### config.mk
export PLATFORM = sky130hd
export DESIGN_NAME = sdwl_loader
export DESIGN_NICKNAME = d
export VERILOG_FILES = /design/src/rtl/sdwl_pkg.sv /design/src/rtl/sdwl_loader.sv
export SDC_FILE = /design/constraint.sdc
export NUM_CORES = 1
export LEC_CHECK = 0
export ABC_AREA = 1
export BUFFER_PORTS_ARGS = -buffer_cell sky130_fd_sc_hd__buf_2
export CORE_MARGIN = 5
export CORE_UTILIZATION = 56
export CTS_CLUSTER_DIAMETER = 150
export DETAILED_ROUTE_END_ITERATION = 8
export GPL_ROUTABILITY_DRIVEN = 0
export HOLD_SLACK_MARGIN = 0.03
export PLACE_DENSITY = 0.83
export SYNTH_ARGS = -nofsm -noshare
export SYNTH_HDL_FRONTEND = slang
export SYNTH_SLANG_ARGS = --single-unit
### constraint.sdc
create_clock -name ref_clk -period 1.7 [get_ports ref_clk]
set_input_delay 0 -clock ref_clk [delete_from_list [all_inputs] [get_ports ref_clk]]
set_output_delay 0 -clock ref_clk [all_outputs]
set_load 0.02 [all_outputs]
### src/rtl/sdwl_pkg.sv
// Package for the serial DAC word loader: widths, reset values, structs.
package sdwl_pkg;
    localparam int            WORD_BITS      = 8;
    localparam logic [3:0]    BIT_COUNT_ZERO = 4'h0;
    localparam logic [3:0]    BIT_COUNT_ONE  = 4'h1;
    localparam logic [3:0]    BIT_COUNT_FULL = 4'h8;
    localparam logic [7:0]    CODE_RESET     = 8'h00;
    localparam logic [7:0]    SHIFT_RESET    = 8'h00;
    localparam int            MSB_POS        = 7;
    localparam int            LSB_POS        = 0;

    // Host-side serial pins, all asynchronous to ref_clk
    typedef struct packed {
        logic frame_select_n;
        logic serial_clock;
        logic serial_data_in;
        logic load_converter_n;
    } sdwl_pins_t;

    typedef enum logic [1:0] {
        SDWL_IDLE,
        SDWL_SHIFT,
        SDWL_FULL
    } sdwl_state_t;
endpackage

### src/rtl/sdwl_loader.sv
// Serial DAC word loader: three-wire shift-in, load pin transfer to DAC register.
//
// Behaviour
// A write frame carries one 8-bit word of pure data bits, no address or command.
// Bit 7 of the word is the code MSB and bit 0 is the code LSB.
// Bits arrive MSB first: the first sampled bit is bit 7, the eighth is bit 0.
// A falling edge of the frame select opens a frame and arms the shift register.
// Data shifts in only while the frame select is low; activity while high is ignored.
// The host lowers frame select ahead of the first serial clock falling edge.
// The host raises frame select after eight bits to close the frame.
// Driving the load input low after a complete word copies it to the DAC register.
// The host may hold the load input permanently low.
// After frame select rises no data is taken until its next falling edge.
// The DAC register holds an 8-bit unsigned code that sets the output level.
// Serial data is sampled on each of the first eight serial clock falling edges of an open frame.
// With load held low the DAC register updates on the eighth falling edge.
// A frame closed before eight bits is discarded and the DAC register kept.
`timescale 1ns/1ns
module sdwl_loader #(
    parameter int WORD_BITS = sdwl_pkg::WORD_BITS
) (
    input  wire logic                   ref_clk,
    input  wire logic                   rst,
    input  wire sdwl_pkg::sdwl_pins_t   pins,
    output logic [WORD_BITS-1:0]        dac_code,
    output logic                        word_ready,
    output logic                        frame_open
);

    // ************************************************************
    // State record
    // ************************************************************
    typedef struct packed {
        sdwl_pkg::sdwl_pins_t  sync1;
        sdwl_pkg::sdwl_pins_t  sync2;
        logic                  sclk_prev;
        logic                  fsel_prev;
        logic                  load_converter_n_prev;
        sdwl_pkg::sdwl_state_t state;
        logic [3:0]            bit_count;
        logic [WORD_BITS-1:0]  shift_word;
        logic [WORD_BITS-1:0]  dac_reg;
    } sdwl_regs_t;

    sdwl_regs_t r;
    sdwl_regs_t next_r;

    // ************************************************************
    // Local constants
    // ************************************************************
    // Count value on the edge that takes the final bit of a word
    localparam logic [3:0] LAST_COUNT = sdwl_pkg::BIT_COUNT_FULL - sdwl_pkg::BIT_COUNT_ONE;

    // ************************************************************
    // Helper functions
    // ************************************************************
    // One-cycle pulse where a synchronised level goes from 1 to 0
    function automatic logic level_fell(
        input logic prev_level,
        input logic cur_level
    );
        level_fell = prev_level & ~cur_level;
    endfunction

    // One-cycle pulse where a synchronised level goes from 0 to 1
    function automatic logic level_rose(
        input logic prev_level,
        input logic cur_level
    );
        level_rose = ~prev_level & cur_level;
    endfunction

    // MSB first: older bits move up, the new bit enters at the bottom
    function automatic logic [WORD_BITS-1:0] shift_in(
        input logic [WORD_BITS-1:0] word,
        input logic                 bit_in
    );
        shift_in = {word[WORD_BITS-2:0], bit_in};
    endfunction

    // True on the count at which the final bit of a word is taken
    function automatic logic is_last_bit(
        input logic [3:0] count
    );
        is_last_bit = (count == LAST_COUNT);
    endfunction

    // Fresh frame: empty shift register, count from zero
    function automatic sdwl_regs_t arm_frame(
        input sdwl_regs_t cur
    );
        sdwl_regs_t armed;
        armed            = cur;
        armed.state      = sdwl_pkg::SDWL_SHIFT;
        armed.bit_count  = sdwl_pkg::BIT_COUNT_ZERO;
        armed.shift_word = sdwl_pkg::SHIFT_RESET;
        arm_frame        = armed;
    endfunction

    // Reset record: pin stages and edge history idle high, so no false edge after reset
    function automatic sdwl_regs_t reset_regs();
        sdwl_regs_t init;
        init.sync1      = '1;
        init.sync2      = '1;
        init.sclk_prev  = 1'b1;
        init.fsel_prev  = 1'b1;
        init.load_converter_n_prev  = 1'b1;
        init.state      = sdwl_pkg::SDWL_IDLE;
        init.bit_count  = sdwl_pkg::BIT_COUNT_ZERO;
        init.shift_word = sdwl_pkg::SHIFT_RESET;
        init.dac_reg    = sdwl_pkg::CODE_RESET;
        reset_regs      = init;
    endfunction

    logic sclk_fall;
    logic fsel_fall;
    logic fsel_rise;
    logic load_converter_n_low;
    logic load_converter_n_fall;
    logic take_bit;
    logic word_done;
    logic auto_load;
    logic pin_load;

    // ************************************************************
    // Edge detection on synchronised pins
    // ************************************************************
    // Edges come from the second stage only; first stage feeds nothing else
    assign sclk_fall = level_fell(r.sclk_prev, r.sync2.serial_clock);
    assign fsel_fall = level_fell(r.fsel_prev, r.sync2.frame_select_n);
    assign fsel_rise = level_rose(r.fsel_prev, r.sync2.frame_select_n);
    // Load level picks auto mode; its fall is the explicit copy
    assign load_converter_n_low  = ~r.sync2.load_converter_n;
    assign load_converter_n_fall = level_fell(r.load_converter_n_prev, r.sync2.load_converter_n);

    // ************************************************************
    // Transfer decisions
    // ************************************************************
    // bit taken on serial clock fall
    assign take_bit  = (r.state == sdwl_pkg::SDWL_SHIFT) && !fsel_rise && sclk_fall;
    // word complete on last bit
    assign word_done = take_bit && is_last_bit(r.bit_count);
    // auto update, load held low
    assign auto_load = word_done && load_converter_n_low;
    // load fall after complete word
    assign pin_load  = (r.state == sdwl_pkg::SDWL_FULL) && load_converter_n_fall;

    // ************************************************************
    // Next state
    // ************************************************************
    always_comb begin
        next_r           = r;
        next_r.sync1     = pins;
        next_r.sync2     = r.sync1;
        next_r.sclk_prev = r.sync2.serial_clock;
        next_r.fsel_prev = r.sync2.frame_select_n;
        next_r.load_converter_n_prev = r.sync2.load_converter_n;

        unique case (r.state)
            sdwl_pkg::SDWL_IDLE: begin
                // clocks ignored while closed
                // falling edge arms
                if (fsel_fall) begin
                    next_r = arm_frame(next_r);
                end
            end
            sdwl_pkg::SDWL_SHIFT: begin
                if (fsel_rise) begin
                    // partial word dropped
                    next_r.state = sdwl_pkg::SDWL_IDLE;
                end else if (take_bit) begin
                    // MSB first shift
                    next_r.shift_word = shift_in(r.shift_word, r.sync2.serial_data_in);
                    next_r.bit_count  = r.bit_count + sdwl_pkg::BIT_COUNT_ONE;
                    // one word per frame
                    if (word_done) begin
                        next_r.state = sdwl_pkg::SDWL_FULL;
                    end
                end
            end
            sdwl_pkg::SDWL_FULL: begin
                // further clocks ignored; wait for next frame
                if (fsel_fall) begin
                    next_r = arm_frame(next_r);
                end
            end
            default: begin
                next_r.state = sdwl_pkg::SDWL_IDLE;
            end
        endcase

        // Never both at once: auto load needs SHIFT, pin load needs FULL
        // auto update on eighth edge
        if (auto_load) begin
            next_r.dac_reg = shift_in(r.shift_word, r.sync2.serial_data_in);
        end
        // load pin falling copies complete word
        if (pin_load) begin
            next_r.dac_reg = r.shift_word;
        end
    end

    // ************************************************************
    // Registers
    // ************************************************************
    always_ff @(posedge ref_clk) begin
        // One record holds every idle level
        if (rst) begin
            r <= reset_regs();
        end else begin
            r <= next_r;
        end
    end

    // ************************************************************
    // Outputs
    // ************************************************************
    // Status decodes the state flops directly
    // unsigned code out
    assign dac_code   = r.dac_reg;
    assign word_ready = (r.state == sdwl_pkg::SDWL_FULL);
    assign frame_open = (r.state == sdwl_pkg::SDWL_SHIFT);

endmodule

# --- Yosys cells after proc, flatten, opt, wreduce, memory -nomap -nowiden ---
# Cells that the tools add are included.
totals:
  out_inout_bits: 10
  ff_bits: 33
  input_bits: 6
  wordCells: 54
classes:
  n_reduce_logical: 12
  muxes: 10
  eq_ne: 8
  n_bitwise: 8
  n_addsub: 1
ops:
  columns: ["operator", "n"]
  rows:
  - ["two-way mux 8 bit", 3]
  - ["one-hot mux 12 bit (2 select lines)", 1]
  - ["two-way mux 22 bit", 1]
  - ["two-way mux 14 bit", 1]
  - ["two-way mux 12 bit", 1]
  - ["!= test 3 x 1 -> 1 bit (second input constant)", 2]
  - ["logical AND 1 bit", 5]
  - ["adder 4 x 1 -> 4 bit (second input constant)", 1]
  - ["AND 1 bit", 4]
  - ["== test 4 x 3 -> 1 bit (second input constant)", 1]
  - ["two-way mux 2 bit", 2]
  - ["!= test 2 x 1 -> 1 bit (second input constant)", 2]
  - ["inverter 1 bit", 4]
  - ["one-hot mux 2 bit (2 select lines)", 1]
  - ["AND reduction 4 bit", 1]
  - ["nonzero test 2 bit", 2]
  - ["AND reduction 3 bit", 1]
  - ["== test 2 x 1 -> 1 bit (second input constant)", 1]
  - ["== test 2 bit (second input constant)", 1]
  - ["logical NOT 2 bit", 1]
  - ["!= test 2 bit (second input constant)", 1]
  - ["OR reduction 2 bit", 1]
  - ["logical NOT 1 bit", 1]

# --- Logic depth before layout (Yosys ltp) ---
depth:
  word_depth: 10
  depth_mapped: 8

# --- Least setup slack after synthesis ---
# No wires, ideal clock.
synth_timing:
  path_type: "register to register"
  from: "register r[20] in the netlist's numbering"
  to: "register r[13] in the netlist's numbering"
  setup_slack_ps: 530
  arrival_time_ps: 1045
  n_path_buf: 0
  stages_incl_launch_ff: 8
  path_cell_list: "dfxtp_1 -> inv_2 -> nor2_4 -> nand3_1 -> nand2_1 -> inv_2 -> nand2_1 -> a21oi_2"
synth_between:
  elab_chain_cells: 5
synth_lines:
  columns: ["item", "line", "source"]
  rows:
  - ["start: declaration", "sdwl_loader.sv:45", "sdwl_regs_t r;"]
  - ["start signal: assignment", "sdwl_loader.sv:209", "r <= reset_regs();"]
  - ["start signal: assignment", "sdwl_loader.sv:211", "r <= next_r;"]
  - ["== test 2 x 1 -> 1 bit (*)", null, null]
  - ["via frame_open", "sdwl_loader.sv:27", "output logic frame_open"]
  - ["logical AND 1 bit (2 in series)", "sdwl_loader.sv:140", "assign take_bit = (r.state == sdwl_pkg::SDWL_SHIFT) && !fsel_rise && sclk_fall;"]
  - ["!= test 2 x 1 -> 1 bit (no line)", null, null]
  - ["AND reduction 4 bit (no line)", null, null]
# The timed path passes the listed nets; every way through them passes the cells marked *.
# A chain may end at the register's enable or synchronous reset.

# --- Worst setup path in the final report ---
layout_timing:
  from: "register r[20] in the netlist's numbering"
  to: "register r (netlist bit dac_code[3])"
layout_between:
  elab_chain_cells: 7
layout_lines:
  columns: ["item", "line", "source"]
  rows:
  - ["== test 2 x 1 -> 1 bit", "sdwl_loader.sv:140", null]
  - ["logical AND 1 bit (2 in series)", "sdwl_loader.sv:140", null]
  - ["logical AND 1 bit", "sdwl_loader.sv:142", "assign word_done = take_bit && is_last_bit(r.bit_count);"]
  - ["logical AND 1 bit", "sdwl_loader.sv:144", "assign auto_load = word_done && load_converter_n_low;"]
  - ["two-way mux 8 bit", "sdwl_loader.sv:194", "if (auto_load) begin"]
  - ["two-way mux 8 bit", "sdwl_loader.sv:198", "if (pin_load) begin"]
# Parallel ways exist; a longest one is shown, timed or not.

==> report_table.html <==
<table>
<tr><th>Metric</th><th>Value</th></tr>
<tr><th colspan="2">Critical path</th></tr>
<tr><td>R2R cell count</td><td>8</td></tr>
<tr><td>Cell breakdown of the critical path</td><td>inv_2 &gt; nor2_4 &gt; nand2_2 &gt; nor2_4 &gt; nand2_2 &gt; nand3_1 &gt; nand2_1 &gt; nor2_1</td></tr>
<tr><td>Critical path fanouts, max</td><td>11</td></tr>
<tr><td>Endpoint type of the worst setup path</td><td>flip-flop</td></tr>
<tr><td>Max stage delay on crit path</td><td>360 ps</td></tr>
<tr><td>Cell count along the critical path</td><td>8</td></tr>
<tr><td>Critical Path Start Type</td><td>flip-flop</td></tr>
<tr><td>Buffering stage count on the worst path with inverters included</td><td>1</td></tr>
<tr><td>Path type of the worst setup path</td><td>reg -&gt; reg</td></tr>
<tr><td>Worst endpoint required time</td><td>1980 ps</td></tr>
<tr><td>Worst EP arrival</td><td>1660 ps</td></tr>
<tr><td>Crit path max-delay family</td><td>simple AND/OR/NAND/NOR gates</td></tr>
<tr><td>Slowest stage cell on the critical path</td><td>sky130_fd_sc_hd__dfxtp_1</td></tr>
<tr><th colspan="2">Placed design</th></tr>
<tr><td>Buffers added on ports</td><td>15</td></tr>
<tr><td>Area after DPL</td><td>1471 sq um</td></tr>
<tr><td>HPWL after detailed placement</td><td>1681 um</td></tr>
<tr><th colspan="2">Final layout</th></tr>
<tr><td>Fraction of final layout cells sized beyond drive strength 1</td><td>18.52%</td></tr>
<tr><td>Antenna diode instance count</td><td>0</td></tr>
<tr><td>Final Cell Area</td><td>1607 sq um</td></tr>
<tr><td>Most used cells in the layout excluding fill and tap cells</td><td>62 x sky130_fd_sc_hd__nand2_1, 33 x sky130_fd_sc_hd__dfxtp_1, 22 x sky130_fd_sc_hd__nor2_1</td></tr>
<tr><td>Leading cell type in the layout, fill and taps excluded</td><td>sky130_fd_sc_hd__nand2_1</td></tr>
<tr><td>Area growth syn-to-layout</td><td>10.98%</td></tr>
<tr><td>Post-layout net count</td><td>222</td></tr>
<tr><th colspan="2">Die</th></tr>
<tr><td>Die outline area</td><td>3702 sq um</td></tr>
<tr><td>Floorplan row count</td><td>18</td></tr>
<tr><td>Core footprint</td><td>2477 sq um</td></tr>
<tr><td>Starting density of the core</td><td>58.43%</td></tr>
<tr><td>Vertical die dimension</td><td>60.85 um</td></tr>
<tr><td>DIE WIDTH</td><td>60.85 um</td></tr>
<tr><td>Io pins</td><td>16</td></tr>
<tr><th colspan="2">Route</th></tr>
<tr><td>Vias per inst</td><td>4.715</td></tr>
<tr><td>Pre-Repair DR Iteration Count</td><td>4</td></tr>
<tr><td>Number of nets with antenna violations after detailed routing</td><td>0</td></tr>
<tr><td>First-iteration detailed-routing DRC count</td><td>28</td></tr>
<tr><td>Routed length per instance</td><td>9.833 um</td></tr>
<tr><td>Residual DRC count</td><td>0</td></tr>
<tr><td>Detailed-route wire length</td><td>2419 um</td></tr>
<tr><td>Total number of vias</td><td>1,160</td></tr>
<tr><th colspan="2">Clocking</th></tr>
<tr><td>Number of buffers created by CTS</td><td>5</td></tr>
<tr><td>Latest clock arrival within the worst-skew pair</td><td>340 ps</td></tr>
<tr><td>CTS-repair resized insts</td><td>0</td></tr>
<tr><td>Clock Pin Slew Worst Setup and Hold Paths</td><td>100 ps</td></tr>
<tr><td>TritonCTS clock tree</td><td>built</td></tr>
<tr><td>Number of levels the H-tree was split into</td><td>2</td></tr>
<tr><td>Maximum root-to-sink buffer count</td><td>2</td></tr>
<tr><td>Clk Tree Root Cell</td><td>sky130_fd_sc_hd__clkbuf_4</td></tr>
<tr><td>Number of sinks handled by clock tree synthesis</td><td>33</td></tr>
<tr><th colspan="2">Synth</th></tr>
<tr><td>Post-synthesis sequential area ratio</td><td>45.64%</td></tr>
<tr><td>Yosys top cell by area</td><td>sky130_fd_sc_hd__dfxtp_1</td></tr>
<tr><td>Share of the synthesized area in the top cell type</td><td>45.64%</td></tr>
<tr><td>Post-synthesis cell area</td><td>1448 sq um</td></tr>
<tr><td>Flip-flop and latch count after synthesis</td><td>33</td></tr>
<tr><td>Syn_area_per_cell</td><td>7.202 sq um</td></tr>
<tr><td>Synthesized instance count</td><td>201</td></tr>
<tr><td>Post-synth net total</td><td>208</td></tr>
<tr><td>Count of unique library cells instantiated by Yosys</td><td>22</td></tr>
<tr><td>Area contributors post-synth</td><td>sky130_fd_sc_hd__dfxtp_1 46%, sky130_fd_sc_hd__nand2_1 16%, sky130_fd_sc_hd__nor2_1 5.7%</td></tr>
<tr><td>Number of synthesis warnings</td><td>0</td></tr>
<tr><th colspan="2">Timing</th></tr>
<tr><td>Final clock skew</td><td>10.21 ps</td></tr>
<tr><td>Fin Setup TNS</td><td>0 ps</td></tr>
<tr><td>Final count of negative-setup-slack endpoints</td><td>0</td></tr>
<tr><td>Final period utilization</td><td>80.63%</td></tr>
<tr><td>Final worst path period need</td><td>1371 ps</td></tr>
<tr><td>RSZ-0062 raised after global routing</td><td>no</td></tr>
<tr><td>Worst slew pin tran</td><td>425.4 ps</td></tr>
<tr><td>Final Slew Violations</td><td>0</td></tr>
<tr><td>Max-slew headroom</td><td>71.61%</td></tr>
<tr><td>Highest achievable clock rate</td><td>0.7295 GHz</td></tr>
<tr><td>Hold violation count in the final report</td><td>0</td></tr>
<tr><th colspan="2">GRT</th></tr>
<tr><td>Remaining global-route overflow</td><td>0</td></tr>
<tr><td>GR Util met3</td><td>7.021%</td></tr>
<tr><td>Met1 Use GR</td><td>19.33%</td></tr>
<tr><td>Number of global-route vias before repair</td><td>991</td></tr>
<tr><td>Met2 usage in global routing</td><td>22.90%</td></tr>
<tr><td>Global-route wire length before repair</td><td>4153 um</td></tr>
<tr><td>Most heavily used metal layer in global routing</td><td>met2</td></tr>
<tr><td>Global-route usage over all layers</td><td>15.68%</td></tr>
<tr><td>Largest net degree at the start of global routing</td><td>21</td></tr>
<tr><td>Number of antenna violations at the first check in global routing</td><td>0</td></tr>
<tr><th colspan="2">Status</th></tr>
<tr><td>Run status</td><td>completed</td></tr>
<tr><th colspan="2">Power</th></tr>
<tr><td>Pwr/cell area</td><td>931.9 nW/um^2</td></tr>
<tr><td>Leakage power of the design</td><td>0.0007875 uW</td></tr>
<tr><td>IR Drop Worst-Case VDD</td><td>0.9884 mV</td></tr>
<tr><th colspan="2">Min path</th></tr>
<tr><td>Min-Delay Path Class</td><td>in -&gt; reg</td></tr>
<tr><td>Hold path depth</td><td>3</td></tr>
<tr><th colspan="2">Job</th></tr>
<tr><td>Number of max-cap violations</td><td>0</td></tr>
</table>
## cells by family after synthesis
family,synth area share (%)
AND/OR/NAND/NOR,35.87
buffers and inverters,11.84
flip-flops,45.64
AO/OA/AOI/OAI,5.790
adder cells (fa/ha/maj),0.8642
## synth_stat cells
master,count
sky130_fd_sc_hd__nor2_4,2
sky130_fd_sc_hd__or2_2,8
sky130_fd_sc_hd__clkbuf_1,2
sky130_fd_sc_hd__nor2_2,1
sky130_fd_sc_hd__buf_6,1
sky130_fd_sc_hd__inv_2,3
sky130_fd_sc_hd__o21ai_0,1
sky130_fd_sc_hd__nand2_2,2
sky130_fd_sc_hd__a21oi_1,13
sky130_fd_sc_hd__a21oi_2,1
sky130_fd_sc_hd__nor3_1,1
sky130_fd_sc_hd__ha_1,1
sky130_fd_sc_hd__dfxtp_1,33
sky130_fd_sc_hd__and3_1,1
sky130_fd_sc_hd__nand4_4,1
sky130_fd_sc_hd__o21ai_1,1
sky130_fd_sc_hd__buf_4,8
sky130_fd_sc_hd__nand3_1,16
sky130_fd_sc_hd__inv_1,19
sky130_fd_sc_hd__nor2_1,22
sky130_fd_sc_hd__nand2_1,62
sky130_fd_sc_hd__buf_2,2
## layout make-up
class / count / area (sq um)
multi-input combinational: 133 / 615.6
timing repair buffer: 20 / 125.1
inverter: 22 / 82.58
sequential: 33 / 660.6
clock inverter: 1 / 30.03
clock buffer: 7 / 55.05
fill: 236 / 870.8
tap: 30 / 37.54
## per-stage QoR
stage | cells | hold slack [ps] | setup slack (ps) | utilization, % | total power, uW
finish | 246 | 379.1 | 329.3 | 64.85 | 1497
global route | 246 | 381.5 | 169.8 | 64.85 | 1570
CTS | 246 | 357.4 | 323.2 | 64.85 | 1514
detailed placement | 233 | 183.6 | 340.9 | 59.39 | 901.5
floorplan | 201 | 103.8 | 530.3 | - | 884.2
global placement | 233 | 182.7 | 393.2 | 59.39 | 898.9
## state kept, by name, indices dropped and copies added (netlist names)
register / count
r: 25
dac_code: 8
## worst register-to-register path: cells and delay by family (launching register included)
family        cells  cell delay (ps)
simple gates      7              870
flops             1              360
buf+inv           1               90
## metal layers
layer  wire length (um)  share of wire [%]  vias up
li1                   -                  -      640
met4                 56                2.3        0
met5                  0                  0        -
met2                998                 41       23
met3                152                6.3        7
met1               1211                 50      490
## path summary, 6_finish.rpt
path / end / startpoint / slack, ps
worst max-delay path: dac_code[3]$_SDFFE_PP0P_ / r[20]$_SDFFE_PP0P_ / 330
worst min-delay path: r[30]$_SDFF_PP1_ / pins[1] / 380
worst max register to register: dac_code[3]$_SDFFE_PP0P_ / r[20]$_SDFFE_PP0P_ / 330
worst min register to register: r[28]$_SDFF_PP1_ / r[32]$_SDFF_PP1_ / 410
## where the power goes
group          switching [uW]  internal [uW]
clock                     255            351
combinational            55.7           35.3
sequential               10.3            790
total                     321           1180
## timing repair
item,CTS,global route
endpoints found under the hold margin,7,0
hold buffers,5,0
buffers inserted,0,0
No activity file was read; power rests on OpenSTA's default activity.
